`src/hw/ecpu_cfg.svh`:
```
`ifndef ECPU_CFG_SVH
`define ECPU_CFG_SVH
// ==========================================================
// counter and data register layout
`define ECPU_CNT_W       32
`define ECPU_STAMP_N     4
`define ECPU_PTR_W       2
`define ECPU_PTR_RESET   2'h0
`define ECPU_PTR_STEP    2'h1
// ==========================================================
// shared data register roles
`define ECPU_IDX_PRD     0
`define ECPU_IDX_CMP     1
`define ECPU_IDX_SPRD    2
`define ECPU_IDX_SCMP    3
// ==========================================================
// timing of the pwm output
`define ECPU_CLK_NS      25
`define ECPU_PWM_MIN_NS  20
`define ECPU_PWM_MIN_CYC \
  (((`ECPU_PWM_MIN_NS + `ECPU_CLK_NS - 1) / `ECPU_CLK_NS) < 1 ? 1 : \
   ((`ECPU_PWM_MIN_NS + `ECPU_CLK_NS - 1) / `ECPU_CLK_NS))
`endif

```
`src/hw/ecpu_pkg.sv`:
```
`include "ecpu_cfg.svh"
package ecpu_pkg;
  // ==========================================================
  // operating mode, one-hot
  typedef enum logic [1:0] {
    ECPU_MODE_CAPTURE = 2'h1,
    ECPU_MODE_PWM     = 2'h2
  } ecpu_mode_t;

  // ==========================================================
  // sticky event flags
  typedef struct packed {
    logic capture;
    logic overflow;
    logic period;
    logic compare;
  } ecpu_flags_t;

  // ==========================================================
  // shadow write request
  typedef struct packed {
    logic                   write;
    logic [`ECPU_CNT_W-1:0] period;
    logic [`ECPU_CNT_W-1:0] compare;
  } ecpu_shadow_t;
endpackage

```
`src/hw/ecpu_rise_detect.sv`:
```
module ecpu_rise_detect (
  input  wire logic clk_sys,
  input  wire logic reset,
  input  wire logic enable,
  input  wire logic level_in,
  output logic      rise
);
  logic last_reg;

  // a level that rose while the clock is gated gives its edge once enable returns, as with a stopped clock
  always_ff @(posedge clk_sys or posedge reset) begin
    if (reset) begin
      last_reg <= 1'b0;
    end else if (enable) begin
      last_reg <= level_in;
    end
  end

  assign rise = enable & level_in & ~last_reg;
endmodule

```
`src/hw/ecpu_event_capture_channel.sv`:
```
// How it works
// in capture mode an input rising edge stores the counter value.
// capture_or_pwm_select picks capture (low) or pwm (high) operation.
// in pwm operation the counter counts upward only, as the time base.
// in pwm operation data register one is the period, two the compare.
// in pwm operation data registers three and four shadow those two.
// one set of four data registers serves both capture and pwm operation.
// sync in loads the phase value and sync out pulses on sync, wrap or overflow.
// capture, pwm and counter events set flags merged onto one interrupt.
// counter, mode, pointer, data and pwm state advance only while clock_enable is high; flags, interrupt and sync out update every clock.
// pwm count wraps to zero at the period; high at wrap, low at compare.
// shadow values reach the active registers only at the counter wrap.
`include "ecpu_cfg.svh"
module ecpu_event_capture_channel
  import ecpu_pkg::*;
#(
  parameter int CNT_W = `ECPU_CNT_W
) (
  input  wire logic              clk_sys,
  input  wire logic              reset,
  input  wire logic              clock_enable,
  input  wire logic              capture_or_pwm_select,
  input  wire logic              event_in,
  input  wire logic              counter_sync_in,
  input  wire logic              sync_load_enable,
  input  wire logic [CNT_W-1:0]  sync_phase,
  input  wire ecpu_shadow_t      shadow_req,
  input  wire ecpu_flags_t       flag_clear,
  input  wire ecpu_flags_t       flag_enable,
  output logic [CNT_W-1:0]       counter_value,
  output logic [CNT_W-1:0]       period_or_stamp_one,
  output logic [CNT_W-1:0]       compare_or_stamp_two,
  output logic [CNT_W-1:0]       shadow_period_stamp_three,
  output logic [CNT_W-1:0]       shadow_compare_stamp_four,
  output logic                   auxiliary_pwm_output,
  output logic                   counter_sync_out,
  output logic                   channel_interrupt,
  output ecpu_flags_t            flags_out,
  output ecpu_mode_t             mode_out
);
  // ==========================================================
  // state
  logic [CNT_W-1:0]            stamp_reg [`ECPU_STAMP_N];
  logic [CNT_W-1:0]            counter_reg;
  logic [`ECPU_PTR_W-1:0]      ptr_reg;
  ecpu_mode_t                  mode_reg;
  ecpu_flags_t                 flags_reg;
  ecpu_flags_t                 flags_next;
  ecpu_flags_t                 flags_set;
  logic                        pwm_reg;
  logic                        sync_out_reg;
  logic                        irq_reg;
  logic                        event_rise;
  logic                        sync_rise;
  logic                        is_pwm;
  logic                        wrap;
  logic                        cmp_hit;
  logic                        overflow;
  logic                        capture_fire;
  logic                        sync_load;

  function automatic logic slot_hit(input logic [`ECPU_PTR_W-1:0] p,
                                    input int k);
    slot_hit = (p == k[`ECPU_PTR_W-1:0]);
  endfunction

  // ==========================================================
  // input edges
  ecpu_rise_detect u_event_rise (
    .clk_sys  (clk_sys),
    .reset    (reset),
    .enable   (clock_enable),
    .level_in (event_in),
    .rise     (event_rise)
  );

  ecpu_rise_detect u_sync_rise (
    .clk_sys  (clk_sys),
    .reset    (reset),
    .enable   (clock_enable),
    .level_in (counter_sync_in),
    .rise     (sync_rise)
  );

  // ==========================================================
  // decode
  assign is_pwm       = (mode_reg == ECPU_MODE_PWM);
  assign wrap         = clock_enable & is_pwm &
                        (counter_reg >= stamp_reg[`ECPU_IDX_PRD]);
  assign cmp_hit      = clock_enable & is_pwm &
                        (counter_reg == stamp_reg[`ECPU_IDX_CMP]);
  assign overflow     = clock_enable & ~is_pwm & (&counter_reg);
  assign capture_fire = event_rise & ~is_pwm;
  assign sync_load    = sync_rise & sync_load_enable;

  // ==========================================================
  // mode select
  always_ff @(posedge clk_sys or posedge reset) begin
    if (reset) begin
      mode_reg <= ECPU_MODE_CAPTURE;
    end else if (clock_enable) begin
      mode_reg <= capture_or_pwm_select ? ECPU_MODE_PWM
                                        : ECPU_MODE_CAPTURE;
    end
  end

  // ==========================================================
  // counter
  // a sync load outranks the wrap so chained units realign at once
  always_ff @(posedge clk_sys or posedge reset) begin
    if (reset) begin
      counter_reg <= '0;
    end else if (clock_enable) begin
      if (sync_load) begin
        counter_reg <= sync_phase;
      end else if (wrap) begin
        counter_reg <= '0;
      end else begin
        counter_reg <= counter_reg + CNT_W'(1);
      end
    end
  end

  // ==========================================================
  // capture pointer, restarts whenever pwm operation is in force
  always_ff @(posedge clk_sys or posedge reset) begin
    if (reset) begin
      ptr_reg <= `ECPU_PTR_RESET;
    end else if (clock_enable) begin
      if (is_pwm) begin
        ptr_reg <= `ECPU_PTR_RESET;
      end else if (capture_fire) begin
        ptr_reg <= ptr_reg + `ECPU_PTR_STEP;
      end
    end
  end

  // ==========================================================
  // shared data registers
  for (genvar k = 0; k < `ECPU_STAMP_N; k++) begin : g_stamp
    always_ff @(posedge clk_sys or posedge reset) begin
      if (reset) begin
        stamp_reg[k] <= '0;
      end else if (clock_enable) begin
        if (capture_fire && slot_hit(ptr_reg, k)) begin
          stamp_reg[k] <= counter_reg;
        end else if (is_pwm) begin
          if (k == `ECPU_IDX_PRD && wrap) begin
            stamp_reg[k] <= stamp_reg[`ECPU_IDX_SPRD];
          end else if (k == `ECPU_IDX_CMP && wrap) begin
            stamp_reg[k] <= stamp_reg[`ECPU_IDX_SCMP];
          end else if (k == `ECPU_IDX_SPRD && shadow_req.write) begin
            stamp_reg[k] <= shadow_req.period;
          end else if (k == `ECPU_IDX_SCMP && shadow_req.write) begin
            stamp_reg[k] <= shadow_req.compare;
          end
        end
      end
    end
  end

  // ==========================================================
  // pwm output
  // compare wins over wrap so a compare equal to the period gives a steady low
  always_ff @(posedge clk_sys or posedge reset) begin
    if (reset) begin
      pwm_reg <= 1'b0;
    end else if (clock_enable) begin
      if (!is_pwm) begin
        pwm_reg <= 1'b0;
      end else if (cmp_hit) begin
        pwm_reg <= 1'b0;
      end else if (wrap) begin
        pwm_reg <= 1'b1;
      end
    end
  end

  // ==========================================================
  // sync output
  always_ff @(posedge clk_sys or posedge reset) begin
    if (reset) begin
      sync_out_reg <= 1'b0;
    end else begin
      sync_out_reg <= sync_rise | wrap | overflow;
    end
  end

  // ==========================================================
  // flags and interrupt; a set in the clear cycle wins
  always_comb begin
    flags_set.capture  = capture_fire;
    flags_set.overflow = overflow;
    flags_set.period   = wrap;
    flags_set.compare  = cmp_hit;
    flags_next         = (flags_reg & ~flag_clear) | flags_set;
  end

  always_ff @(posedge clk_sys or posedge reset) begin
    if (reset) begin
      flags_reg <= '0;
      irq_reg   <= 1'b0;
    end else begin
      flags_reg <= flags_next;
      irq_reg   <= |(flags_next & flag_enable);
    end
  end

  // ==========================================================
  // outputs
  assign counter_value             = counter_reg;
  assign period_or_stamp_one       = stamp_reg[`ECPU_IDX_PRD];
  assign compare_or_stamp_two      = stamp_reg[`ECPU_IDX_CMP];
  assign shadow_period_stamp_three = stamp_reg[`ECPU_IDX_SPRD];
  assign shadow_compare_stamp_four = stamp_reg[`ECPU_IDX_SCMP];
  assign auxiliary_pwm_output      = pwm_reg;
  assign counter_sync_out          = sync_out_reg;
  assign channel_interrupt         = irq_reg;
  assign flags_out                 = flags_reg;
  assign mode_out                  = mode_reg;
endmodule

```
`config.mk`:
```
export PLATFORM = sky130hd
export DESIGN_NAME = ecpu_event_capture_channel
export DESIGN_NICKNAME = d
export VERILOG_FILES = /design/src/hw/ecpu_pkg.sv /design/src/hw/ecpu_rise_detect.sv /design/src/hw/ecpu_event_capture_channel.sv
export VERILOG_INCLUDE_DIRS = /design/src /design/src/hw
export SDC_FILE = /design/constraint.sdc
export NUM_CORES = 1
export LEC_CHECK = 0
export BUFFER_PORTS_ARGS = -buffer_cell sky130_fd_sc_hd__clkbuf_2
export CAP_MARGIN = 20
export CORE_MARGIN = 5
export CORE_UTILIZATION = 54
export CTS_BUF_LIST = sky130_fd_sc_hd__clkbuf_8
export DETAILED_ROUTE_END_ITERATION = 8
export PLACE_DENSITY = 0.85
export SYNTH_ARGS = -nofsm -noshare
export SYNTH_HDL_FRONTEND = slang
export SYNTH_SLANG_ARGS = --single-unit
```
`constraint.sdc`:
```
create_clock -name clk_sys -period 5.9 [get_ports clk_sys]
set_clock_uncertainty 0.1 [all_clocks]
set_input_delay 0.59 -clock clk_sys [delete_from_list [all_inputs] [get_ports clk_sys]]
set_output_delay 0.59 -clock clk_sys [all_outputs]
set_load 0.02 [all_outputs]
```
Word level (Yosys, flattened, before mapping)

Cells that the tools add are included.

Flip-flop bits (word level): 173
Input bits: 112
Output and inout port bits: 169

Add/subtract/negate cells: 2
$lt $le $gt $ge: 1
Eq/ne operators: 6
Muxes and demuxes: 20
Bitwise operators: 20
Reduce and logical (&&, ||, !) cells: 22

Operator list:

| operator                                             | count |
|---|---|
| two-way mux 32 bit                                   | 14 |
| adder 32 x 1 -> 32 bit (second input constant)       | 1 |
| equality test 32 bit                                 | 1 |
| greater-or-equal comparator 32 bit                   | 1 |
| AND reduction 32 bit                                 | 1 |
| nonzero test 2 bit                                   | 9 |
| AND reduction 3 bit                                  | 4 |
| AND 1 bit                                            | 11 |
| AND 4 bit                                            | 2 |
| equality test 2 bit (second input constant)          | 3 |
| two-way mux 2 bit                                    | 3 |
| logical AND 1 bit                                    | 4 |
| NOT 4 bit                                            | 1 |
| OR 4 bit                                             | 1 |
| AND reduction 2 bit                                  | 2 |
| OR reduction 4 bit                                   | 1 |
| two-way mux 1 bit                                    | 3 |
| != test 3 x 1 -> 1 bit (second input constant)       | 1 |
| NOT 1 bit                                            | 3 |
| adder 2 x 1 -> 2 bit (second input constant)         | 1 |
| equality test 2 x 1 -> 1 bit (second input constant) | 1 |
| logical NOT 2 bit                                    | 1 |
| OR 1 bit                                             | 2 |

Depth between registers and ports, before layout

Gate-level depths: netlist of the first run.

Word-level depth: 7
Depth in mapped cells: 12

By module

Synthesis of the first run repeated with hierarchy kept, for this count alone.

Cells, all modules: 1022
Area total of the unflattened synthesis: 10078.4 µm²

By module, submodules not included:

| module                     | instances | cells each | area each (µm²) |
|---|---|---|---|
| ecpu_event_capture_channel | 1         | 1014       | 9970.8 |
| ecpu_rise_detect           | 2         | 4          | 53.8 |

Worst setup path before layout of the first run

Ideal clock, no wire load.

Kind: register -> register
From: reg counter_reg[0] (netlist: counter_value[0])
To: reg counter_reg[10] (netlist: counter_value[10])
Library setup time: 80 ps
Arrival: 2742 ps
Required time: 5720 ps
Path slack: 2978 ps
Cell stages (with the launch flop): 12
Period minus slack after synthesis: 2922 ps
Path through: dfrtp_1 -> inv_1 -> ha_1 -> nand2b_4 -> a2111o_1 -> a311oi_2 -> a21oi_2 -> or2_1 -> buf_6 -> buf_6 -> o31a_1 -> o211ai_2

Word-level cells in the longest chain between the ends: 4
Elaborated cells on any way between the ends: 5
Those cells by class: add/sub: 1; order compare: 1; mux: 2; bitwise: 1

RTL lines:

| element                            | line                              | text |
|---|---|---|
| from (decl)                        | ecpu_event_capture_channel.sv:44  | `logic [CNT_W-1:0] counter_reg;` |
| from (signal assigned)             | ecpu_event_capture_channel.sv:115 | `counter_reg <= sync_phase;` |
| from (signal assigned)             | ecpu_event_capture_channel.sv:119 | `counter_reg <= counter_reg + CNT_W'(1);` |
| greater-or-equal comparator 32 bit | ecpu_event_capture_channel.sv:89  | `` (counter_reg >= stamp_reg[`ECPU_IDX_PRD]); `` |
| AND 1 bit                          | ecpu_event_capture_channel.sv:88  | `assign wrap = clock_enable & is_pwm &` |
| two-way mux 32 bit (*)             | ecpu_event_capture_channel.sv:116 | `end else if (wrap) begin` |
| two-way mux 32 bit (*)             | ecpu_event_capture_channel.sv:114 | `if (sync_load) begin` |

Mark *: on every way between the ends. The rest lies on a longest branch, timed or not.
A chain may end at the register's enable or synchronous reset.

Worst setup path in the final report of the first run

From: reg counter_reg[31] (netlist: counter_value[31])
To: reg counter_reg[31] (netlist: counter_value[31])

The elaborated chain is that of the path after synthesis.

==> results of run 1 <==
cell families (layout without fill, tap and decap cells):
group	after synthesis	count (layout)
and+or+nand+nor	425	425
xor gates and xnor gates	32	32
buffers and inverters	144	392
DFF	173	173
adders and majority gates	37	37
AOI/OAI and AO/OA	262	262
muxes	33	33
routing by layer:
layer	global-route usage (%)	up-vias	part of all wire, %
li1	-	4350	-
met2	46.6	533	46
met3	7.39	75	9.5
met1	42.9	4545	42
met4	10.4	2	2.9
met5	0	-	0.040
path summary, 6_finish.rpt:
path,to,slack [ns]
min reg2reg,shadow_compare_stamp_four[7]$_DFFE_PP0P_,0.42
max in group asynchronous,shadow_compare_stamp_four[22]$_DFFE_PP0P_,4.67
max,counter_value[31]$_DFFE_PP0P_,1.99
min,shadow_period_stamp_three[21]$_DFFE_PP0P_,0.03
max reg2reg,counter_value[31]$_DFFE_PP0P_,1.99
min in group clk_sys,mode_out[0]$_DFFE_PP1P_,0.19
power groups by stage:
| stage | Sequential, W | Clock (W) | Combinational [W] |
|---|---|---|---|
| final | 0.00235 | 0.000864 | 0.00273 |
| after detailed placement | 0.00234 | 0 | 0.00271 |
| after floorplan | 0.00255 | 0 | 0.00137 |
| after global placement | 0.00232 | 0 | 0.00262 |
| after global routing | 0.00241 | 0.000920 | 0.00296 |
| after CTS | 0.00232 | 0.000869 | 0.00272 |
placed cells by master, fill, tap and decap left out, drive strengths merged, types with 8 or more instances in the layout:
cell and count:
xnor2 28, a221o 16, nor3 12, nor2 83
clkinv 8, buf 17, o211ai 39, nand2 207
a31oi 30, ha 37, o31ai 10, clkbuf 298
nand4 21, and3 15, inv 65, o221ai 10
mux2i 30, o21ai 77, nand3 54, dfrtp 172
a21oi 60
through the flow:
stage                     setup slack (ns)  util, %  total power, W
after CTS                             2.04     65.0         0.00591
after global routing                  1.80     65.5         0.00629
final                                 1.99     65.5         0.00594
after detailed placement              1.83     62.7         0.00504
after floorplan                      0.523        -         0.00392
after global placement                2.00     62.7         0.00494
cell type report:
| class | count | share of cell area, % |
|---|---|---|
| clock inverter | 13 | 1.30 |
| sequential | 173 | 37.2 |
| clock buffer | 18 | 2.13 |
| inverter | 64 | 2.11 |
| tap | 229 | 2.46 |
| timing repair buffer | 297 | 13.6 |
| multi-input combinational | 789 | 41.2 |
==> summary.md, run 1 <==
| Metric | Value |
|---|---|
| Vias in the first global route | `9,023` |
| Yosys warns | `0` |
| CTS buffer count | `17` |
| Arrival time of the worst setup path | `4.15 ns` |
| Core ar. | `17,800 um2` |
| Pwr Density | `510 nW/um2` |
| Reg2reg start | `counter_value[31]$_DFFE_PP0P_` |
| Final-report max-slew violation count | `0` |
| Top cells by area, synth | `dfrtp_1 44%, nand2_1 7.9%, ha_1 4.8%, o21ai_0 3.8%, nor2_1 3.2%` |
| H-tree depth | `4` |
| Synth top cells by count | `205 x nand2_1, 172 x dfrtp_1, 83 x nor2_1, 74 x o21ai_0, 63 x inv_1` |
| Setup CP Type | `reg2reg` |
| Design Area, Final | `11,600 um2` |
| Sequential share of the synthesized area | `44.7%` |
| Mapped cell area | `9680 um2` |
| WL per Instance | `20.4 um` |
| CP startpoint | `counter_value[31]$_DFFE_PP0P_` |
| Clk root buf | `clkbuf_8` |
| Mux share of post-synthesis cell area | `3.45%` |
| Initial antenna violation count | `1` |
| Sw Pwr | `0.00291 W` |
| Multi-input logic area | `4790 um2` |
| Worst Setup Start Kind | `register` |
| Outcome | `completed` |
| Switching part of the total | `49.0%` |
| Most common cell in the netlist | `nand2_1` |
| CTS sink cnt | `173` |
| Filler Cells Inserted | `1,483` |
| GPL Wtd Cong | `0.967` |
| # diodes | `0` |
| CTS tree | `yes` |
| RSZ-0062 raised after global routing | `false` |
| Worst path cell trace | `ha_1, nand4_1, nor4_1, inv_1, o22ai_1, or2_2, buf_4, o31ai_1, a221o_1` |
| Post-Synth Adder-Cell Area | `4.78%` |
| Clk slew on worst S/H paths | `0.09 ns` |
| Delay of the slowest cell on the worst path | `0.87 ns` |
| Post-Syn Nets | `1,255` |
| R2R depth | `9` |
| Fmax | `0.256 GHz` |
| Sequential share of power | `39.5%` |
| Comb pwr share | `45.9%` |
| Number of I/O port buffers | `280` |
| Largest family of logic cells by synthesized area | `simple AND/OR/NAND/NOR gates` |
| Max-Cap Viols | `0` |
| Syn Area/Cell | `8.76 um2` |
| Final cell count without fillers | `1,583` |
| Die width | `144 um` |
| DRC viols | `0` |
| Clock power share | `14.5%` |
| Layout cells sized above 1 | `26.3%` |
| Min Tclk post-route | `3.91 ns` |
| DP HPWL | `23,800 um` |
| P&R area growth vs syn | `20.2%` |
| Post-Synth Simple-Gate Area | `20.6%` |
| Via density | `6.00` |
| Layout Nets | `1,491` |
| Int Pwr | `0.00303 W` |
| Placed Instance Area | `11,200 um2` |
| Starting Density | `54.5%` |
| Final ANT Viol Nets | `0` |
| Critical-path maximum fanout | `43` |
| Hold Vio Cnt, Final | `0` |
| Syn Inst Count | `1,106` |
| Yosys reg bits | `173` |
| Final Cycle Share | `66.2%` |
| Grt ovf | `0` |
| CP top delay family | `simple AND/OR/NAND/NOR gates` |
| Post_cts resized | `0` |
| Compound-cell area share of the yosys netlist | `17.3%` |
| Longest Clk Path Bufs | `2` |
| Global-route wire length before repair | `49,400 um` |
| Row cnt | `49` |
| Drt pass-1 iters | `5` |
| Worst path slowest cell | `or2_2` |
| Die area | `20,700 um2` |
| Min Hold Slack | `0.0286 ns` |
| Top cell type's share of synthesized area | `44.5%` |
| Post-CTS setup buffer count | `0` |
| Total GRT Usage | `30.6%` |
| Placed cell count | `1,548` |
| Share of synthesized registers carrying an async set or reset | `100%` |
| Clk_lat worst skew | `0.46 ns` |
| Slew Limit Headroom | `33.9%` |
| Max IR drop VDD | `0.266 mV` |
| Main synth FF type | `dfrtp_1` |
| Reg area | `4330 um2` |
| Post-synthesis xor/xnor area fraction | `2.89%` |
| Total number of vias | `9,505` |
| Drt initial violations | `836` |
| Worst path bufs/invs | `2` |
| Critical Path Stages | `9` |
| Worst Tran Pin Value | `0.992 ns` |
| Largest net degree at the start of global routing | `78` |
| Height of the die | `144 um` |
| Post-synth top area cell | `dfrtp_1` |
| Total leakage power | `5.92 nW` |
| # IOs | `281` |
| Worst path required time | `6.14 ns` |
| Netlist cell types | `59` |
| Cts hold-fix bufs | `0` |
| Crit end category | `register` |
| Number of enable flip-flop cells after synthesis | `0` |
| Final-report setup violation count | `0` |
| Drt total wl | `32,200 um` |
| Setup TNS | `0 ns` |
| Hold crit path type | `in2async` |
(Power assumes the default switching activity.)
==> inputs of run 2 (changes only) <==
==> constraint.sdc (replaced) <==
create_clock -name clk_sys -period 3.8 [get_ports clk_sys]
set_clock_uncertainty 0.1 [all_clocks]
set_input_delay 0.38 -clock clk_sys [delete_from_list [all_inputs] [get_ports clk_sys]]
set_output_delay 0.38 -clock clk_sys [all_outputs]
set_load 0.02 [all_outputs]
==> summary.md, run 2 (synthesis gave the netlist of run 1 again) <==
| Metric | Value |
|---|---|
| Drt total wl | `32,700 um (+1.4%)` |
| Setup CP Type | `reg2reg` |
| WL per Instance | `20.3 um (-0.50%)` |
| Drt pass-1 iters | `7 (+2)` |
| Clk root buf | `clkbuf_8` |
| Initial antenna violation count | `3 (+2)` |
| Min Tclk post-route | `3.24 ns (-0.664 ns)` |
| Clk_lat worst skew | `0.47 ns (about the same)` |
| Crit end category | `register` |
| Post_cts resized | `0 (unchanged)` |
| Die area | `20,700 um2 (unchanged)` |
| Clock power share | `14.0% (-0.5 points)` |
| Largest net degree at the start of global routing | `174 (+120%)` |
| Clk slew on worst S/H paths | `0.09 ns (about the same)` |
| CTS sink cnt | `173 (unchanged)` |
| Global-route wire length before repair | `50,400 um (+2.0%)` |
| DP HPWL | `24,300 um (+2.0%)` |
| Sw Pwr | `0.00457 W (+57%)` |
| Final-report setup violation count | `0 (unchanged)` |
| Slew Limit Headroom | `34.2% (+0.36 points)` |
| Total number of vias | `9,564 (+0.62%)` |
| RSZ-0062 raised after global routing | `false` |
| Min Hold Slack | `0.0128 ns (-0.0158 ns)` |
| Sequential share of power | `34.5% (-5.0 points)` |
| DRC viols | `0 (unchanged)` |
| Pwr Density | `795 nW/um2 (+56%)` |
| Height of the die | `144 um (unchanged)` |
| Core ar. | `17,800 um2 (unchanged)` |
| CTS buffer count | `17 (unchanged)` |
| Comb pwr share | `51.6% (+5.7 points)` |
| Vias in the first global route | `9,220 (+2.2%)` |
| Switching part of the total | `48.5% (-0.53 points)` |
| Commonest non-fill, non-tap cell in the layout | `clkbuf_2` |
| Filler Cells Inserted | `1,481 (-0.13%)` |
| Hold Vio Cnt, Final | `0 (unchanged)` |
| Cts hold-fix bufs | `2 (+2)` |
| P&R area growth vs syn | `22.3%` |
| Final core occ | `66.6% (+1.1 points)` |
| Row cnt | `49 (unchanged)` |
| Max IR drop VDD | `0.449 mV (+69%)` |
| Outcome | `completed` |
| # IOs | `281 (unchanged)` |
| Grt ovf | `0 (unchanged)` |
| Layout cells sized above 1 | `27.6% (+1.3 points)` |
| Int Pwr | `0.00485 W (+60%)` |
| Total GRT Usage | `31.4% (+0.82 points)` |
| CTS tree | `yes` |
| Fmax | `0.308 GHz (+20%)` |
| Final Cycle Share | `85.3% (+19 points)` |
| Arrival time of the worst setup path | `3.49 ns (-0.66 ns)` |
| Worst Tran Pin Value | `0.987 ns (-0.00536 ns)` |
| Final ANT Viol Nets | `0 (unchanged)` |
| Critical-path maximum fanout | `18 (-58%)` |
| Die width | `144 um (unchanged)` |
| Reg area | `4330 um2 (unchanged)` |
| Via density | `5.93 (-1.3%)` |
| Setup TNS | `0 ns (unchanged)` |
| Number of I/O port buffers | `280 (unchanged)` |
| Multi-input logic area | `4790 um2 (unchanged)` |
| Pre-CTS WS | `0.593 ns (-1.24 ns)` |
| Worst path required time | `4.05 ns (-2.09 ns)` |
| Most frequent cells in the layout | `280 x clkbuf_2, 201 x nand2_1, 172 x dfrtp_1, 82 x nor2_1, 74 x o21ai_0` |
| Starting Density | `54.5% (unchanged)` |
| Final worst slack | `0.558 ns (-1.44 ns)` |
| Total leakage power | `6.04 nW (+2.0%)` |
| Hold crit path type | `in2async` |
| Drt initial violations | `765 (-8.5%)` |
| Longest Clk Path Bufs | `2 (unchanged)` |
| GPL Wtd Cong | `0.914 (-5.5%)` |
| H-tree depth | `4 (unchanged)` |
| Max-Cap Viols | `0 (unchanged)` |
| Layout Nets | `1,518 (+1.8%)` |
| Worst Setup Start Kind | `register` |
| Post-CTS setup buffer count | `0 (unchanged)` |
| Final-report max-slew violation count | `0 (unchanged)` |
run 2: layer usage:
layer	GRT usage, %	wire, um	vias up
met4	11.8	1060	2
met3	7.25	3220	76
met2	48.0	14700	570
met1	43.7	13700	4513
met5	0	13	-
li1	-	-	4403
run 2: path summary, 6_finish.rpt:
check | cells after the start | slack, ns | from | to
worst max-delay path | 9 | 0.56 | counter_value[27]$_DFFE_PP0P_ | counter_value[2]$_DFFE_PP0P_
worst min-delay path | 3 | 0.01 | reset | shadow_period_stamp_three[27]$_DFFE_PP0P_
worst max register to register | 9 | 0.56 | counter_value[27]$_DFFE_PP0P_ | counter_value[2]$_DFFE_PP0P_
worst min register to register | 2 | 0.41 | shadow_compare_stamp_four[7]$_DFFE_PP0P_ | shadow_compare_stamp_four[7]$_DFFE_PP0P_
max in group asynchronous | 3 | 2.82 | reset | u_event_rise.last_reg$_DFFE_PP0P_
min in group clk_sys | 2 | 0.03 | flag_clear[0] | flags_out[0]$_DFF_PP0_
run 2: cell type report:
type	count	share of cell area (%)
diodes	2	0.0423
clock inverters	12	1.04
well taps	229	2.42
inverters	64	2.06
clock buffers	20	2.32
repair buffers	324	15.1
multi-input cells	789	40.5
flip-flops and latches	173	36.6
run 2: power groups by stage:
stage	Sequential [W]	Combinational [W]	Clock, W
after CTS	0.00323	0.00483	0.00134
after floorplan	0.00396	0.00213	0
final	0.00325	0.00486	0.00131
after detailed placement	0.00326	0.00480	0
after global placement	0.00323	0.00467	0
after global routing	0.00333	0.00526	0.00141
run 2: critical path, stage by stage (launching register included):
cell and delay, ns:
dfrtp_1 0.50, ha_1 0.36, nand2_1 0.09, nor4_1 0.38
inv_1 0.08, o22ai_1 0.40, or2_2 0.53, buf_4 0.26
o31ai_1 0.09, a221o_1 0.32
run 2: stage by stage:
step	std cells	total power, W	area [um2]
4_1_cts	1609	0.00940	11800
3_5_place_dp	1575	0.00806	11400
3_3_place_gp	1575	0.00791	11400
6_report	1613	0.00942	11800
5_1_grt	1612	0.0100	11800
2_1_floorplan	1106	0.00609	9690
